## config.mk

```make
export PLATFORM = sky130hd
export DESIGN_NAME = pmw_ctrl
export DESIGN_NICKNAME = d
export VERILOG_FILES = /design/src/verilog/pmw_ctrl.v
export VERILOG_INCLUDE_DIRS = /design/src /design/src/verilog
export SDC_FILE = /design/constraint.sdc
export NUM_CORES = 1
export LEC_CHECK = 0
export BUFFER_PORTS_ARGS = -buffer_cell sky130_fd_sc_hd__buf_2
export CAP_MARGIN = 0
export CORE_MARGIN = 2
export CORE_UTILIZATION = 35
export DETAILED_ROUTE_END_ITERATION = 6
export PLACE_DENSITY = 0.61
export SYNTH_ARGS = -nofsm -noshare
export SYNTH_HDL_FRONTEND = slang
export SYNTH_SLANG_ARGS = --single-unit
```

## constraint.sdc

```tcl
create_clock -name clk_in -period 2.07 [get_ports clk_in]
set_input_delay 0.1035 -clock clk_in [delete_from_list [all_inputs] [get_ports clk_in]]
set_output_delay 0.1035 -clock clk_in [all_outputs]
set_load 0.005 [all_outputs]
```

## src/verilog/pmw_consts.vh

```
// Purpose: constants for the power mode and wakeup controller
// Assumes: 100 MHz clk_in, AHB-Lite word registers
// Notes:   included by pmw_ctrl.v only
`ifndef PMW_CONSTS_VH
`define PMW_CONSTS_VH

// register byte addresses
`define PMW_ADDR_CTRL    8'h00
`define PMW_ADDR_STATUS  8'h04
`define PMW_ADDR_WKSRC   8'h08
`define PMW_ADDR_IOCFG   8'h0C
`define PMW_ADDR_BACKUP  8'h10

// mode request codes in CTRL[1:0]
`define PMW_REQ_NONE     2'h0
`define PMW_REQ_SLEEP    2'h1
`define PMW_REQ_STOP     2'h2
`define PMW_REQ_STANDBY  2'h3

// CTRL field positions
`define PMW_CTRL_REQ_LO  0
`define PMW_CTRL_REQ_HI  1
`define PMW_CTRL_TRX_OFF 2
`define PMW_CTRL_CLK_LO  4
`define PMW_CTRL_CLK_HI  5

// core clock selects: 8, 16, 32, 64 MHz
`define PMW_CLK_8MHZ     2'h0
`define PMW_CLK_64MHZ    2'h3

// clk_in edges after reset release before the boot select is latched
`define PMW_BOOT_SETTLE  2'h3

// wakeup latencies in ns and derived 100 MHz cycle counts (round down)
`define PMW_CLK_PERIOD_NS 10
`define PMW_SLEEP_WAKE_NS 1800
`define PMW_STOP_WAKE_NS  5400
`define PMW_STBY_WAKE_NS  50000
`define PMW_SLEEP_WAKE_CYC (`PMW_SLEEP_WAKE_NS / `PMW_CLK_PERIOD_NS)
`define PMW_STOP_WAKE_CYC  (`PMW_STOP_WAKE_NS / `PMW_CLK_PERIOD_NS)
`define PMW_STBY_WAKE_CYC  (`PMW_STBY_WAKE_NS / `PMW_CLK_PERIOD_NS)

// AHB codes
`define PMW_HTRANS_NONSEQ 2'h2
`define PMW_HSIZE_WORD    3'h2

`endif

```

## src/verilog/pmw_ctrl.v

```verilog
// Purpose: power mode sequencer with clock gating, io freeze and wakeup timing
// Assumes: AHB-Lite single word transfers, one clock, pins synchronised here
// Notes:   standby exit is signalled as a restart pulse to the reset logic
//          backup word and boot choice survive standby; only rst_b_in clears them
//          wakeup counts are in clk_in cycles at 100 MHz, rounded down
`timescale 1ns/1ns
`include "pmw_consts.vh"

module pmw_ctrl #(
    parameter NIO      = 16,
    parameter NPER     = 8,
    parameter STBY_CYC = `PMW_STBY_WAKE_CYC
) (
    // clock and reset
    input  wire            clk_in,
    input  wire            rst_b_in,
    // ahb-lite slave
    input  wire            hsel_in,
    input  wire [7:0]      haddr_in,
    input  wire [1:0]      htrans_in,
    input  wire            hwrite_in,
    input  wire [2:0]      hsize_in,
    input  wire [31:0]     hwdata_in,
    input  wire            hready_in,
    output reg  [31:0]     hrdata_out,
    output wire            hreadyout_out,
    output wire            hresp_out,
    // wakeup and boot pins
    input  wire            irq_any_in,
    input  wire            rtc_irq_in,
    input  wire            ext_irq_in,
    input  wire            wakeup_pin_in,
    input  wire            boot_loader_select_in,
    // power and clock controls
    output reg             core_clk_en_out,
    output reg  [NPER-1:0] periph_clk_en_out,
    output reg             trx_power_out,
    output reg  [1:0]      core_clk_sel_out,
    output reg             ctx_lost_out,
    output reg             restart_out,
    output reg             boot_loader_out,
    // io control
    input  wire [NIO-1:0]  io_cfg_live_in,
    output reg  [NIO-1:0]  io_cfg_out,
    output reg             io_analog_out,
    output reg  [1:0]      mode_out
);

    // one-hot sequencer states; run is also where every reset lands
    localparam [3:0] ST_RUN   = 4'h1;
    localparam [3:0] ST_SLEEP = 4'h2;
    localparam [3:0] ST_STOP  = 4'h4;
    localparam [3:0] ST_STBY  = 4'h8;

    // sequencer and software-visible register state
    reg  [3:0]      state_q;
    reg  [15:0]     wake_cnt_q;
    reg             waking_q;
    reg  [1:0]      req_q;
    reg             trx_off_q;
    reg  [1:0]      clk_sel_q;
    reg  [NPER:0]   wksrc_q;
    reg  [31:0]     backup_q;
    reg  [NIO-1:0]  io_frz_q;
    // pin synchroniser stages, oldest in the top bit
    reg  [2:0]      irq_s_q;
    reg  [2:0]      rtc_s_q;
    reg  [2:0]      ext_s_q;
    reg  [2:0]      wkp_s_q;
    reg  [2:0]      boot_loader_select_s_q;
    // boot strap capture
    reg             boot_done_q;
    reg  [1:0]      boot_age_q;
    // data phase of the bus transfer
    reg             dph_q;
    reg             dwr_q;
    reg  [7:0]      daddr_q;

    // a pin counts as high only once the second and third stage are both high
    wire irq_ok = irq_s_q[1] & irq_s_q[2];
    wire rtc_ok = rtc_s_q[1] & rtc_s_q[2];
    wire ext_ok = ext_s_q[1] & ext_s_q[2];
    wire wkp_ok = wkp_s_q[1] & wkp_s_q[2];
    wire boot_loader_select_ok = boot_loader_select_s_q[1] & boot_loader_select_s_q[2];

    // latency counts as 32-bit words; only the low 16 bits feed the counter,
    // so a standby count above 65535 cycles would need a wider counter
    wire [31:0] sleep_cyc_w = `PMW_SLEEP_WAKE_CYC;
    wire [31:0] stop_cyc_w  = `PMW_STOP_WAKE_CYC;
    wire [31:0] stby_cyc_w  = STBY_CYC;

    // bus slave is always ready and always answers okay
    assign hreadyout_out = 1'b1;
    assign hresp_out     = 1'b0;
    // only whole-word single transfers are taken; other sizes are ignored
    wire take = hsel_in & hready_in & (htrans_in == `PMW_HTRANS_NONSEQ) &
                (hsize_in == `PMW_HSIZE_WORD);

    // pin synchronisers, three stages each
    // the first stage may settle late; logic reads stages two and three only
    always @(posedge clk_in or negedge rst_b_in) begin
        if (!rst_b_in) begin
            irq_s_q  <= 3'h0;
            rtc_s_q  <= 3'h0;
            ext_s_q  <= 3'h0;
            wkp_s_q  <= 3'h0;
            boot_loader_select_s_q <= 3'h0;
        end else begin
            irq_s_q  <= {irq_s_q[1:0], irq_any_in};
            rtc_s_q  <= {rtc_s_q[1:0], rtc_irq_in};
            ext_s_q  <= {ext_s_q[1:0], ext_irq_in};
            wkp_s_q  <= {wkp_s_q[1:0], wakeup_pin_in};
            boot_loader_select_s_q <= {boot_loader_select_s_q[1:0], boot_loader_select_in};
        end
    end

    // boot strap: taken once the synchroniser has refilled after release,
    // so a level held high through reset is not mistaken for a low one
    always @(posedge clk_in or negedge rst_b_in) begin
        if (!rst_b_in) begin
            boot_age_q      <= 2'h0;
            boot_done_q     <= 1'b0;
            boot_loader_out <= 1'b0;
        end else if (!boot_done_q) begin
            if (boot_age_q == `PMW_BOOT_SETTLE) begin
                boot_done_q     <= 1'b1;
                boot_loader_out <= boot_loader_select_ok;
            end else begin
                boot_age_q <= boot_age_q + 2'h1;
            end
        end
    end

    // address phase capture
    // a stalled bus holds the previous phase, so capture only on hready
    always @(posedge clk_in or negedge rst_b_in) begin
        if (!rst_b_in) begin
            dph_q   <= 1'b0;
            dwr_q   <= 1'b0;
            daddr_q <= 8'h00;
        end else if (hready_in) begin
            dph_q   <= take;
            dwr_q   <= hwrite_in;
            daddr_q <= haddr_in;
        end
    end

    // write strobe of the data phase; hwdata stands only in this cycle
    wire wr = dph_q & dwr_q;
    wire [1:0] wr_clk = hwdata_in[`PMW_CTRL_CLK_HI:`PMW_CTRL_CLK_LO];

    // register writes; mode request is a one-shot consumed by the sequencer
    // clock select and transceiver switch reach the outputs a cycle later
    always @(posedge clk_in or negedge rst_b_in) begin
        if (!rst_b_in) begin
            req_q     <= `PMW_REQ_NONE;
            trx_off_q <= 1'b0;
            clk_sel_q <= `PMW_CLK_8MHZ;
            wksrc_q   <= {(NPER+1){1'b0}};
        end else begin
            if (state_q != ST_RUN)
                req_q <= `PMW_REQ_NONE;
            if (wr && daddr_q == `PMW_ADDR_CTRL) begin
                // a request made outside run is dropped, so a write landing as a
                // wakeup completes cannot send the block straight back down
                if (state_q == ST_RUN)
                    req_q <= hwdata_in[`PMW_CTRL_REQ_HI:`PMW_CTRL_REQ_LO];
                else
                    req_q <= `PMW_REQ_NONE;
                trx_off_q <= hwdata_in[`PMW_CTRL_TRX_OFF];
                // select above 64 MHz cannot exist; the top code is the cap
                clk_sel_q <= (wr_clk > `PMW_CLK_64MHZ) ? `PMW_CLK_64MHZ : wr_clk;
            end
            if (wr && daddr_q == `PMW_ADDR_WKSRC)
                wksrc_q <= hwdata_in[NPER:0];
        end
    end

    // backup word: never cleared by mode changes, only by true reset
    // it stays readable and writable in sleep, stop and standby alike
    always @(posedge clk_in or negedge rst_b_in) begin
        if (!rst_b_in)
            backup_q <= 32'h0;
        else if (wr && daddr_q == `PMW_ADDR_BACKUP)
            backup_q <= hwdata_in;
    end

    // mode sequencer and wakeup latency counter
    always @(posedge clk_in or negedge rst_b_in) begin
        if (!rst_b_in) begin
            state_q    <= ST_RUN;
            wake_cnt_q <= 16'h0;
            waking_q   <= 1'b0;
            restart_out <= 1'b0;
            ctx_lost_out <= 1'b0;
        end else begin
            restart_out <= 1'b0;
            // software clears the flag; a standby entry in the same cycle is
            // assigned below and wins, so a loss of context is never missed
            if (wr && daddr_q == `PMW_ADDR_STATUS)
                ctx_lost_out <= 1'b0;
            // the old mode's outputs stand through the count; run returns only
            // when it expires, which is what sets the wakeup latency
            if (waking_q) begin
                if (wake_cnt_q == 16'h1) begin
                    waking_q <= 1'b0;
                    if (state_q == ST_STBY)
                        restart_out <= 1'b1;
                    state_q <= ST_RUN;
                end
                wake_cnt_q <= wake_cnt_q - 16'h1;
            end else begin
                case (state_q)
                    // only an explicit write of a mode code leaves run
                    ST_RUN: begin
                        if (req_q == `PMW_REQ_SLEEP)
                            state_q <= ST_SLEEP;
                        else if (req_q == `PMW_REQ_STOP)
                            state_q <= ST_STOP;
                        else if (req_q == `PMW_REQ_STANDBY) begin
                            state_q <= ST_STBY;
                            ctx_lost_out <= 1'b1;
                        end
                    end
                    // sleep wakes on any interrupt request
                    ST_SLEEP: if (irq_ok) begin
                        waking_q   <= 1'b1;
                        wake_cnt_q <= sleep_cyc_w[15:0];
                    end
                    // stop wakes on rtc or ext irq, never on a peripheral irq
                    ST_STOP: if (rtc_ok || ext_ok) begin
                        waking_q   <= 1'b1;
                        wake_cnt_q <= stop_cyc_w[15:0];
                    end
                    // standby ignores ext irq; only rtc and the wakeup pin count
                    ST_STBY: if (rtc_ok || wkp_ok) begin
                        waking_q   <= 1'b1;
                        wake_cnt_q <= stby_cyc_w[15:0];
                    end
                    default: state_q <= ST_RUN;
                endcase
            end
        end
    end

    // io freeze: snapshot live config on the run cycle, held elsewhere
    // the last run cycle's config is what stop and sleep keep showing
    always @(posedge clk_in or negedge rst_b_in) begin
        if (!rst_b_in)
            io_frz_q <= {NIO{1'b0}};
        else if (state_q == ST_RUN)
            io_frz_q <= io_cfg_live_in;
    end

    // clock, power and io outputs per mode
    // registered, so each mode shows one cycle after the state changes
    always @(posedge clk_in or negedge rst_b_in) begin
        if (!rst_b_in) begin
            core_clk_en_out   <= 1'b1;
            periph_clk_en_out <= {NPER{1'b1}};
            trx_power_out     <= 1'b1;
            core_clk_sel_out  <= `PMW_CLK_8MHZ;
            io_cfg_out        <= {NIO{1'b0}};
            io_analog_out     <= 1'b0;
            mode_out          <= 2'h0;
        end else begin
            core_clk_sel_out <= clk_sel_q;
            case (state_q)
                ST_RUN: begin
                    core_clk_en_out   <= 1'b1;
                    periph_clk_en_out <= {NPER{1'b1}};
                    trx_power_out     <= ~trx_off_q;
                    io_cfg_out        <= io_cfg_live_in;
                    io_analog_out     <= 1'b0;
                    mode_out          <= 2'h0;
                end
                // sleep: only peripherals picked as wakeup sources keep a clock
                ST_SLEEP: begin
                    core_clk_en_out   <= 1'b0;
                    periph_clk_en_out <= wksrc_q[NPER-1:0];
                    trx_power_out     <= wksrc_q[NPER] & ~trx_off_q;
                    io_cfg_out        <= io_frz_q;
                    io_analog_out     <= 1'b0;
                    mode_out          <= 2'h1;
                end
                // stop: every peripheral clock off whatever the wakeup mask says
                ST_STOP: begin
                    core_clk_en_out   <= 1'b0;
                    periph_clk_en_out <= {NPER{1'b0}};
                    trx_power_out     <= wksrc_q[NPER] & ~trx_off_q;
                    io_cfg_out        <= io_frz_q;
                    io_analog_out     <= 1'b0;
                    mode_out          <= 2'h2;
                end
                // standby: io to analog input, the far side holds its own levels
                default: begin
                    core_clk_en_out   <= 1'b0;
                    periph_clk_en_out <= {NPER{1'b0}};
                    trx_power_out     <= 1'b0;
                    io_cfg_out        <= {NIO{1'b0}};
                    io_analog_out     <= 1'b1;
                    mode_out          <= 2'h3;
                end
            endcase
        end
    end

    // read data in the data phase
    // outside a read data phase the bus sees zero, never a stale word
    always @* begin
        hrdata_out = 32'h0;
        if (dph_q && !dwr_q) begin
            case (daddr_q)
                `PMW_ADDR_CTRL:   hrdata_out = {26'h0, clk_sel_q, 1'b0, trx_off_q, req_q};
                `PMW_ADDR_STATUS: hrdata_out = {24'h0, ctx_lost_out, boot_loader_out,
                                                waking_q, 1'b0, state_q};
                `PMW_ADDR_WKSRC:  hrdata_out = {{(31-NPER){1'b0}}, wksrc_q};
                `PMW_ADDR_IOCFG:  hrdata_out = {{(32-NIO){1'b0}}, io_cfg_out};
                `PMW_ADDR_BACKUP: hrdata_out = backup_q;
                default:          hrdata_out = 32'h0;
            endcase
        end
    end

endmodule

```

==> results of run 1 <==
[area by class of cell]
type                            instances  share of cell area, %
Clock buffer                           19                   4.92
Multi-Input combinational cell        371                   29.1
Timing Repair Buffer                  248                   20.3
Clock inverter                         13                   1.69
Inverter                               11                  0.458
Sequential cell                       145                   40.4
Tap cell                              225                   3.13
[state kept, by name (all words and copies together) (netlist names), 3 cells and up]
register,cells
io_cfg_out,16
wake_cnt_q,16
boot_loader_select_s_q,3
daddr_q,8
backup_q,32
rtc_s_q,3
wksrc_q,9
irq_s_q,3
periph_clk_en_out,8
state_q,4
ext_s_q,3
wkp_s_q,3
io_frz_q,16
[what timing repair did]
action	in CTS	in global routing
gates resized for setup	14	39
endpoints found under the setup margin	64	80
cloned	2	1
pin swaps	2	13
hold buffers	64	1
buffers inserted	4	5
endpoints found under the hold margin	141	1
[critical path, stage by stage, from the launching register on]
cell and delay (ns):
dfrtp_1 0.37, or4_4 0.59, nor2_4 0.13, and3_4 0.20, buf_6 0.09, nor3b_2 0.17, buf_6 0.17, and2_1 0.15
buf_2 0.11
[cells in the final DEF, fill, tap and decap left out, drive strengths merged, types with 3 or more instances in the layout]
cell type      n
a22oi         12
or4            4
buf          182
nor3           6
nand2        109
inv           15
nor2          52
dfstp         11
dlygate4sd3   65
a211oi         3
xor2          10
a21oi         14
mux2i         12
ha             6
mux2          58
o2111ai        3
xnor2          3
nor4           3
nor4b          4
and3           5
o31ai          3
clkbuf        19
clkinv         5
and2          18
a221o          3
o22a           4
o21ai         10
dfrtp        134
[worst max path at each step]
stage	depth (start not counted)	slack, ns	startpoint	endpoint
after floorplan	7	0.01	daddr_q[0]	backup_q[10]
after global placement	6	-0.05	daddr_q[0]	backup_q[8]
after detailed placement	6	-0.1	daddr_q[0]	backup_q[6]
final	8	-0.44	daddr_q[0]	hrdata_out[17]
after global routing	8	-0.56	daddr_q[0]	hrdata_out[20]
after CTS	8	-0.43	daddr_q[0]	hrdata_out[12]
[power by group through the flow]
stage	combinational [mW]	clock, mW	sequential [mW]
2_1_floorplan	0.127	0	3.00
3_3_place_gp	0.316	0	3.01
3_5_place_dp	0.325	0	3.02
4_1_cts	0.428	3.12	2.97
5_1_grt	0.480	3.23	2.98
6_report	0.438	3.05	2.97
[cells by family (layout without fill, tap and decap cells)]
kind of cell | count (synthesis) | count (layout) | share of synthesized area (%)
other | 2 | 2 | 0.120
XOR/XNOR | 13 | 13 | 1.81
adder cells (fa/ha/maj) | 6 | 6 | 1.20
buffers and inverters | 43 | 291 | 3.07
AND/OR/NAND/NOR | 217 | 217 | 16.3
multiplexers | 70 | 70 | 12.3
flip-flops | 145 | 145 | 58.0
AO/OA/AOI/OAI | 63 | 63 | 7.17
[routing by layer]
metal | vias to the layer above | share of wire, %
li1 | 2373 | -
met1 | 2481 | 44
met2 | 152 | 47
met3 | 33 | 5.6
met4 | 0 | 2.9
met5 | - | 0
==> flow_results.org, run 1 <==
** Run status
- Status :: finished, violations left
- The final reports fail on setup timing.

** Floorplanning
- Die area :: 0.0190 mm^2
- Measured along the x axis, the die boundary spans about 140 um.
- The total area inside the core boundary comes to roughly 0.017 mm^2.
- Height of the die :: around 140 um
- For this configuration, the core starts out at a cell density of 36.1%.
- Count of pins on the block boundary :: 139
- Row Count :: between 40 and 50

** Global routing
- In this run the most used layer during global routing was met2.
- In the global route stage, met2 resource usage came out at 26.4%.
- The first global-routing pass estimated 25600 um of wire.
- The number of antenna violations at the first check in global routing was 0.
- Largest net degree at the start of global routing :: 54
- For this run the aggregate overflow at the end of global routing stands at 0.
- Met1 routing resource usage after global routing :: 24.1%
- Global router's overall resource usage :: 17.5%
- Global routing usage on met3 :: 3.62%
- Via count of the first global-routing pass :: 5025

** Yosys
- Synthesis handed over a netlist of 559 instances.
- Register area share after synthesis :: 58.0%
- Most frequent cells after synthesis :: dfrtp_1, nand2_1, nor2_1
- The number of different library cells used by synthesis comes to 59.
- Ranked by total cell area, the synthesized netlist is headed by dfrtp_1, mux2_1, nand2_1.
- The synthesized design contains 145 register bits.
- Counting flops with a built-in enable in the synthesized netlist gives 0.
- Yosys printed 0 warnings.
- Share of the synthesized area in the top cell type :: 53.4%
- The mapped netlist covers 0.00628 mm^2.
- The most used flip-flop cell after synthesis is dfrtp_1.
- Net count after synthesis :: between 600 and 700
- For this run, asynchronously set or reset flops after synthesis account for 100%.
- Dividing the synthesized area by the synthesized cell count gives 11.2 um^2.
- The most common cell in the synthesized netlist is dfrtp_1.
- Summed over all instances, the cell type with the most area after synthesis is dfrtp_1.

** STA
- The worst pin sits at a relative slew slack of 65.1%.
- The final max-slew violation count is 0.
- Worst-margin pin slew :: 0.524 ns
- Final hold analysis gives a worst-case slack of 0.0463 ns.
- Final setup vio count :: 73
- Final TNS setup :: -18.22 ns
- Clock period minus final worst setup slack :: 2.51 ns
- In the finished design, the share of the clock period the worst path needs comes to 121%.
- Timing-limited maximum frequency :: between 300 and 400 MHz
- The final hold violation count is 0.
- Setup slack on the critical path of the routed design comes to -0.441 ns.
- Post-route clock skew :: 0.00862 ns
- Unrepaired setup endpoints after global routing :: yes

** Layout
- # nets final :: 871
- Number of standard cells in the final layout excluding fillers :: roughly 1000
- Multi-input combinational cell area :: 0.00262 mm^2
- Once layout is done, the placed cells without fillers occupy 0.00901 mm^2.
- The repair_antennas step left the layout with diodes totalling 0.
- The sequential cells in the finished layout cover a total of 0.00364 mm^2.
- Fraction of layout instances using a drive strength above 1 :: 34.3%
- Counting the fill cells in the layout gives 1520.
- Area grow syn2layout :: 43.4%
- Measured on the finished design, the core utilization comes to 51.7%.

** CTS
- For this design, the sink count on the clock tree is 145.
- TritonCTS built the clock tree.
- Number of CTS-inserted buffers :: 17
- In this run the number of H-tree levels came out at 4.
- For the worst-skew pair, the clock arrives at the later sink with an insertion delay of around 0.42 ns.
- Root Driver :: clkbuf_16
- Bufs on Longest Clock Path :: 2
- Clock Pin Slew Worst Setup and Hold Paths :: 0.06 ns

** Worst setup path
- In this run the worst path has a maximum fanout of 16.
- The worst register-to-register path has a setup slack of -0.23 ns.
- The worst register-to-register path has a depth of 8.
- STA classifies the critical path endpoint as an output pin.
- For the worst setup path, the data required time is 1.97 ns.
- STA classifies the critical path startpoint as a flop.
- The worst register-to-register path ends at wksrc_q[6].
- Critical path class :: reg -> out
- In this run the critical register-to-register path is launched from daddr_q[0].
- Arrival time at the worst endpoint :: 2.41 ns

** Hold path
- Class of the most critical hold timing path :: in -> reg
- Counting instances, the worst hold path has a depth of 4.
- For hold timing, the worst endpoint is dph_q.
- In this run the most critical hold path is launched from htrans_in[0].

** Detailed routing
- After the first detailed-routing iteration, the DRC count stood at 282.
- In the routed design, unresolved DRC markers number 0.
- Detailed routing inserted a total of 5039 vias.
- For this block, the routed nets add up to 16800 um of wire.
- After detailed routing, the average wire length per cell comes to between 15 and 20 um.
- The first TritonRoute pass finished after 5 iterations.
- Using the TritonRoute via totals, the vias-per-cell ratio works out to around 5.
- The detail route stage leaves a number of antenna-violating nets equal to 0.

** Power and ir drop
- In this run the power density over the cells is 718 mW/mm^2.
- IR analysis of the VDD net gives a maximum drop of 0.584 mV.
- Internal Pwr Total :: roughly 5.0 mW
- Net switching is 23.1% of the power.
- Part of the total power dissipated in the clock network :: between 40 and 50%
- Leakage power figure :: about 4.4 nW
- Sequential cells account for 46.0% of the total power.
- Summed over all nets, the switching power comes to 1.49 mW.
- Combinational logic burns a little under 7% of the power.
- Tot Pwr :: 6.46 mW

** Place
- Final Wtd Congestion :: 0.864
- Number of cells in the design after placement :: 927
- Final HPWL DP :: approximately 12000 um
- Placed inst area :: 0.00746 mm^2
- Count of input and output buffers :: approximately 140
- Before CTS, the worst setup slack after placement is -0.0956 ns.

** Job
- The tool flagged a number of max-cap violations equal to 0.
No activity file was read; power rests on OpenSTA's default activity.
==> run 2: changes to the inputs <==
Settings changed: CORE_UTILIZATION 35 to 49, PLACE_DENSITY 0.61 to 0.79.
==> run 2 against run 1 <==
  * Maximum frequency down 7.0%
  * Sequential share of layout area down 0.83 points
  * Count of clock-buffer cells in the layout down 1
  * Non-clock buffer count grew 3
  * The flow still finishes with violations (setup timing)
  * Die area down 28%
  * Clock skew grew 0.00094 ns
==> flow_results.org, run 2 (synthesis gave the netlist of run 1 again) <==
** Worst setup path
- STA classifies the critical path startpoint as a flop.
- The highest fanout seen on the critical path was 7 (-9).
- The worst register-to-register path begins at daddr_q[7].
- The cell that appears most often on the critical path is buf_6.
- Arrival time at the worst endpoint :: 2.60 ns (+0.19 ns)
- STA classifies the critical path endpoint as an output pin.
- Worst setup startpoint :: daddr_q[7]
- Slowest library cell on the worst path :: or4_4
- Crit-path max cell delay :: 0.58 ns (about the same)
- The required time at the worst-slack endpoint came to 1.97 ns (about the same).
- The critical path goes through or4_4 -> buf_4 -> nor3_4 -> buf_6 -> and3_4 -> buf_6 -> a22oi_1 -> nor2_1 -> buf_2.
- Critical path class :: reg -> out

** Power and ir drop
- Pwr/cell area :: 741 mW/mm^2 (+3.2%)
- VDD IR max :: 0.726 mV (+24%)
- The static leakage is 4.45 nW (+1.6%).

** Layout
- Register bank with the most flops :: backup_q
- The final net count was 874 (+0.34%).
- Most common cell after layout, fill and taps aside :: dfrtp_1
- Top library cells by usage in the layout, fill and taps aside :: dfrtp_1, buf_2, nand2_1, dlygate4sd3_1, nor2_1
- The number of cells in the finished layout apart from fillers came to 983 (-4.7%).
- The number of flip-flops in the largest register is 32 (unchanged).
- Compared with the post-synthesis result, the final layout area differs by 46.4%.
- Fillcell total :: 758 (-50%)
- Fraction of layout instances using a drive strength above 1 :: 38.8% (+4.4 points)

** STA
- Period utilization :: 130% (+9.1 points)
- Worst slew margin :: 65.7% (+0.62 points)
- Clock period minus final worst setup slack :: 2.70 ns (+0.188 ns)
- Post-route clock skew :: 0.00956 ns (+0.000938 ns)
- Final setup vio count :: 78 (+6.8%)
- Unrepaired setup endpoints after global routing :: yes
- The final worst slack came to -0.629 ns (-0.188 ns).
- The maximum operating frequency came to 371 MHz (-7.0%).
- Fin. Hold Viols :: 0 (unchanged)
- Fin. max-slew vios :: 0 (unchanged)
- Worst-margin pin slew :: 0.515 ns (-0.00924 ns)
- The final hold slack was 0.157 ns (+0.111 ns).
- The aggregate negative setup slack is -27.14 ns (-8.92 ns).

** Job
- The max-cap check violation count was 0 (unchanged).

** CTS
- The total number of clock tree sinks is 145 (unchanged).
- Number of CTS-inserted buffers :: 17 (unchanged)
- Deepest level of the CTS H-tree :: 4 (unchanged)
- The clock input transition at the sequential cells of the worst setup and hold paths was 0.06 ns (about the same).
- Bufs on Longest Clock Path :: 2 (unchanged)
- Clk Latency, worst-skew pair :: 0.43 ns (about the same)
- Clock tree synthesis selected as its root buffer the cell clkbuf_16.
- TritonCTS built the clock tree.

** Detailed routing
- Number of search-and-repair iterations in the first detailed-routing pass :: 5 (unchanged)
- The detailed-route wire length per cell is 21.6 um (+33%).
- The post-detailed-routing wire length came to 21200 um (+26%).
- Number of violations reported at the end of detailed-routing iteration 0 :: 615 (+120%)
- The remaining antenna violation count after routing came to 0 (unchanged).
- The final routed DRC violation total is 0 (unchanged).
- Vias per cell :: 5.63 (+15%)
- Count of vias placed by the detailed router :: 5539 (+9.9%)

** Hold path
- Class of the most critical hold timing path :: in -> reg
- The worst hold path begins at hready_in.

** Floorplanning
- Row Count :: 41 (-15%)
- Die area :: 0.0137 mm^2 (-28%)
- Floorplan core area :: 0.0126 mm^2 (-28%)
- Count of pins on the block boundary :: 139 (unchanged)
- The chip height is 117 um (-15%).
- Initial cell density of the core :: 50.0% (+14 points)
- The width of the die came to 117 um (-15%).

** Global routing
- First-pass GRT wire length :: 28300 um (+11%)
- Total global routing overflow :: 0 (unchanged)
- Global router's overall resource usage :: 27.6% (+10 points)
- Largest net degree at the start of global routing :: 57 (+5.6%)
- Initial antenna violation count :: 1 (+1)
- Via count of the first global-routing pass :: 5451 (+8.5%)

** Place
- The number of cells after detailed placement was 870 (-6.1%).
- The number of buffers added on ports is 136 (unchanged).
- The HPWL after detailed placement came to 10700 um (-6.9%).
- The placer congestion estimate came to 0.842 (-2.5%).

** Run status
- The flow ran to the end, but the final reports show violations.
- The checks that failed: setup timing.
run 2: metal layers:
layer	track usage (%)	up-vias	part of all wire, %	routed length [um]
met3	7.00	104	8.0	1690
met5	0	-	0	0
li1	-	2374	-	-
met4	12.9	0	5.7	1210
met2	45.3	354	50	10700
met1	34.4	2707	36	7590
run 2: worst paths after layout:
path | cells past startpoint | end | slack (ns)
setup / recovery | 9 | hrdata_out[15] | -0.63
hold / removal | 2 | dph_q | 0.16
setup reg to reg | 8 | backup_q[25] | -0.33
hold reg to reg | 0 | wkp_s_q[1] | 0.35
max in group asynchronous | 3 | periph_clk_en_out[1] | 1.17
min in group asynchronous | 2 | irq_s_q[2] | 0.21
run 2: stage by stage:
step                      instance area (um^2)  setup WS (ns)  power [mW]  utilization [%]
after floorplan                           6300        0.00966        3.12                -
after global placement                    7360        -0.0320        3.31             58.6
after detailed placement                  7360         -0.103        3.33             58.6
after CTS                                 8810         -0.483        6.73             70.1
after global routing                      9190         -0.682        6.99             73.2
final                                     9190         -0.629        6.81             73.2
run 2: what timing repair did:
item	CTS	global route
gates resized for setup	23	72
buffers inserted	3	8
hold buffers	65	0
endpoints found under the hold margin	142	0
gates cloned	3	2
endpoints found under the setup margin	80	89
pin swaps	11	7
run 2: area by class of cell:
cell class | count | area (um^2) | area share, %
sequential | 145 | 3640 | 39.6
timing repair buffer | 251 | 1940 | 21.1
multi-input combinational | 371 | 2710 | 29.5
clock buffer | 18 | 439 | 4.78
clock inverter | 14 | 201 | 2.19
inverter | 11 | 41.3 | 0.449
tap | 172 | 215 | 2.34
antenna | 1 | 2.50 | 0.0272
run 2: critical path: cells and delay by family (launching register included):
kind,cells,cell delay (ns)
compound gates,1,0.08
buf+inv,4,0.60
flops,1,0.40
simple gates,4,1.09
run 2: where the power goes:
| group | internal [mW] | switching, mW |
|---|---|---|
| Clock | 2.07 | 1.30 |
| Combinational | 0.228 | 0.224 |
| Sequential | 2.91 | 0.0725 |
| Total | 5.21 | 1.60 |
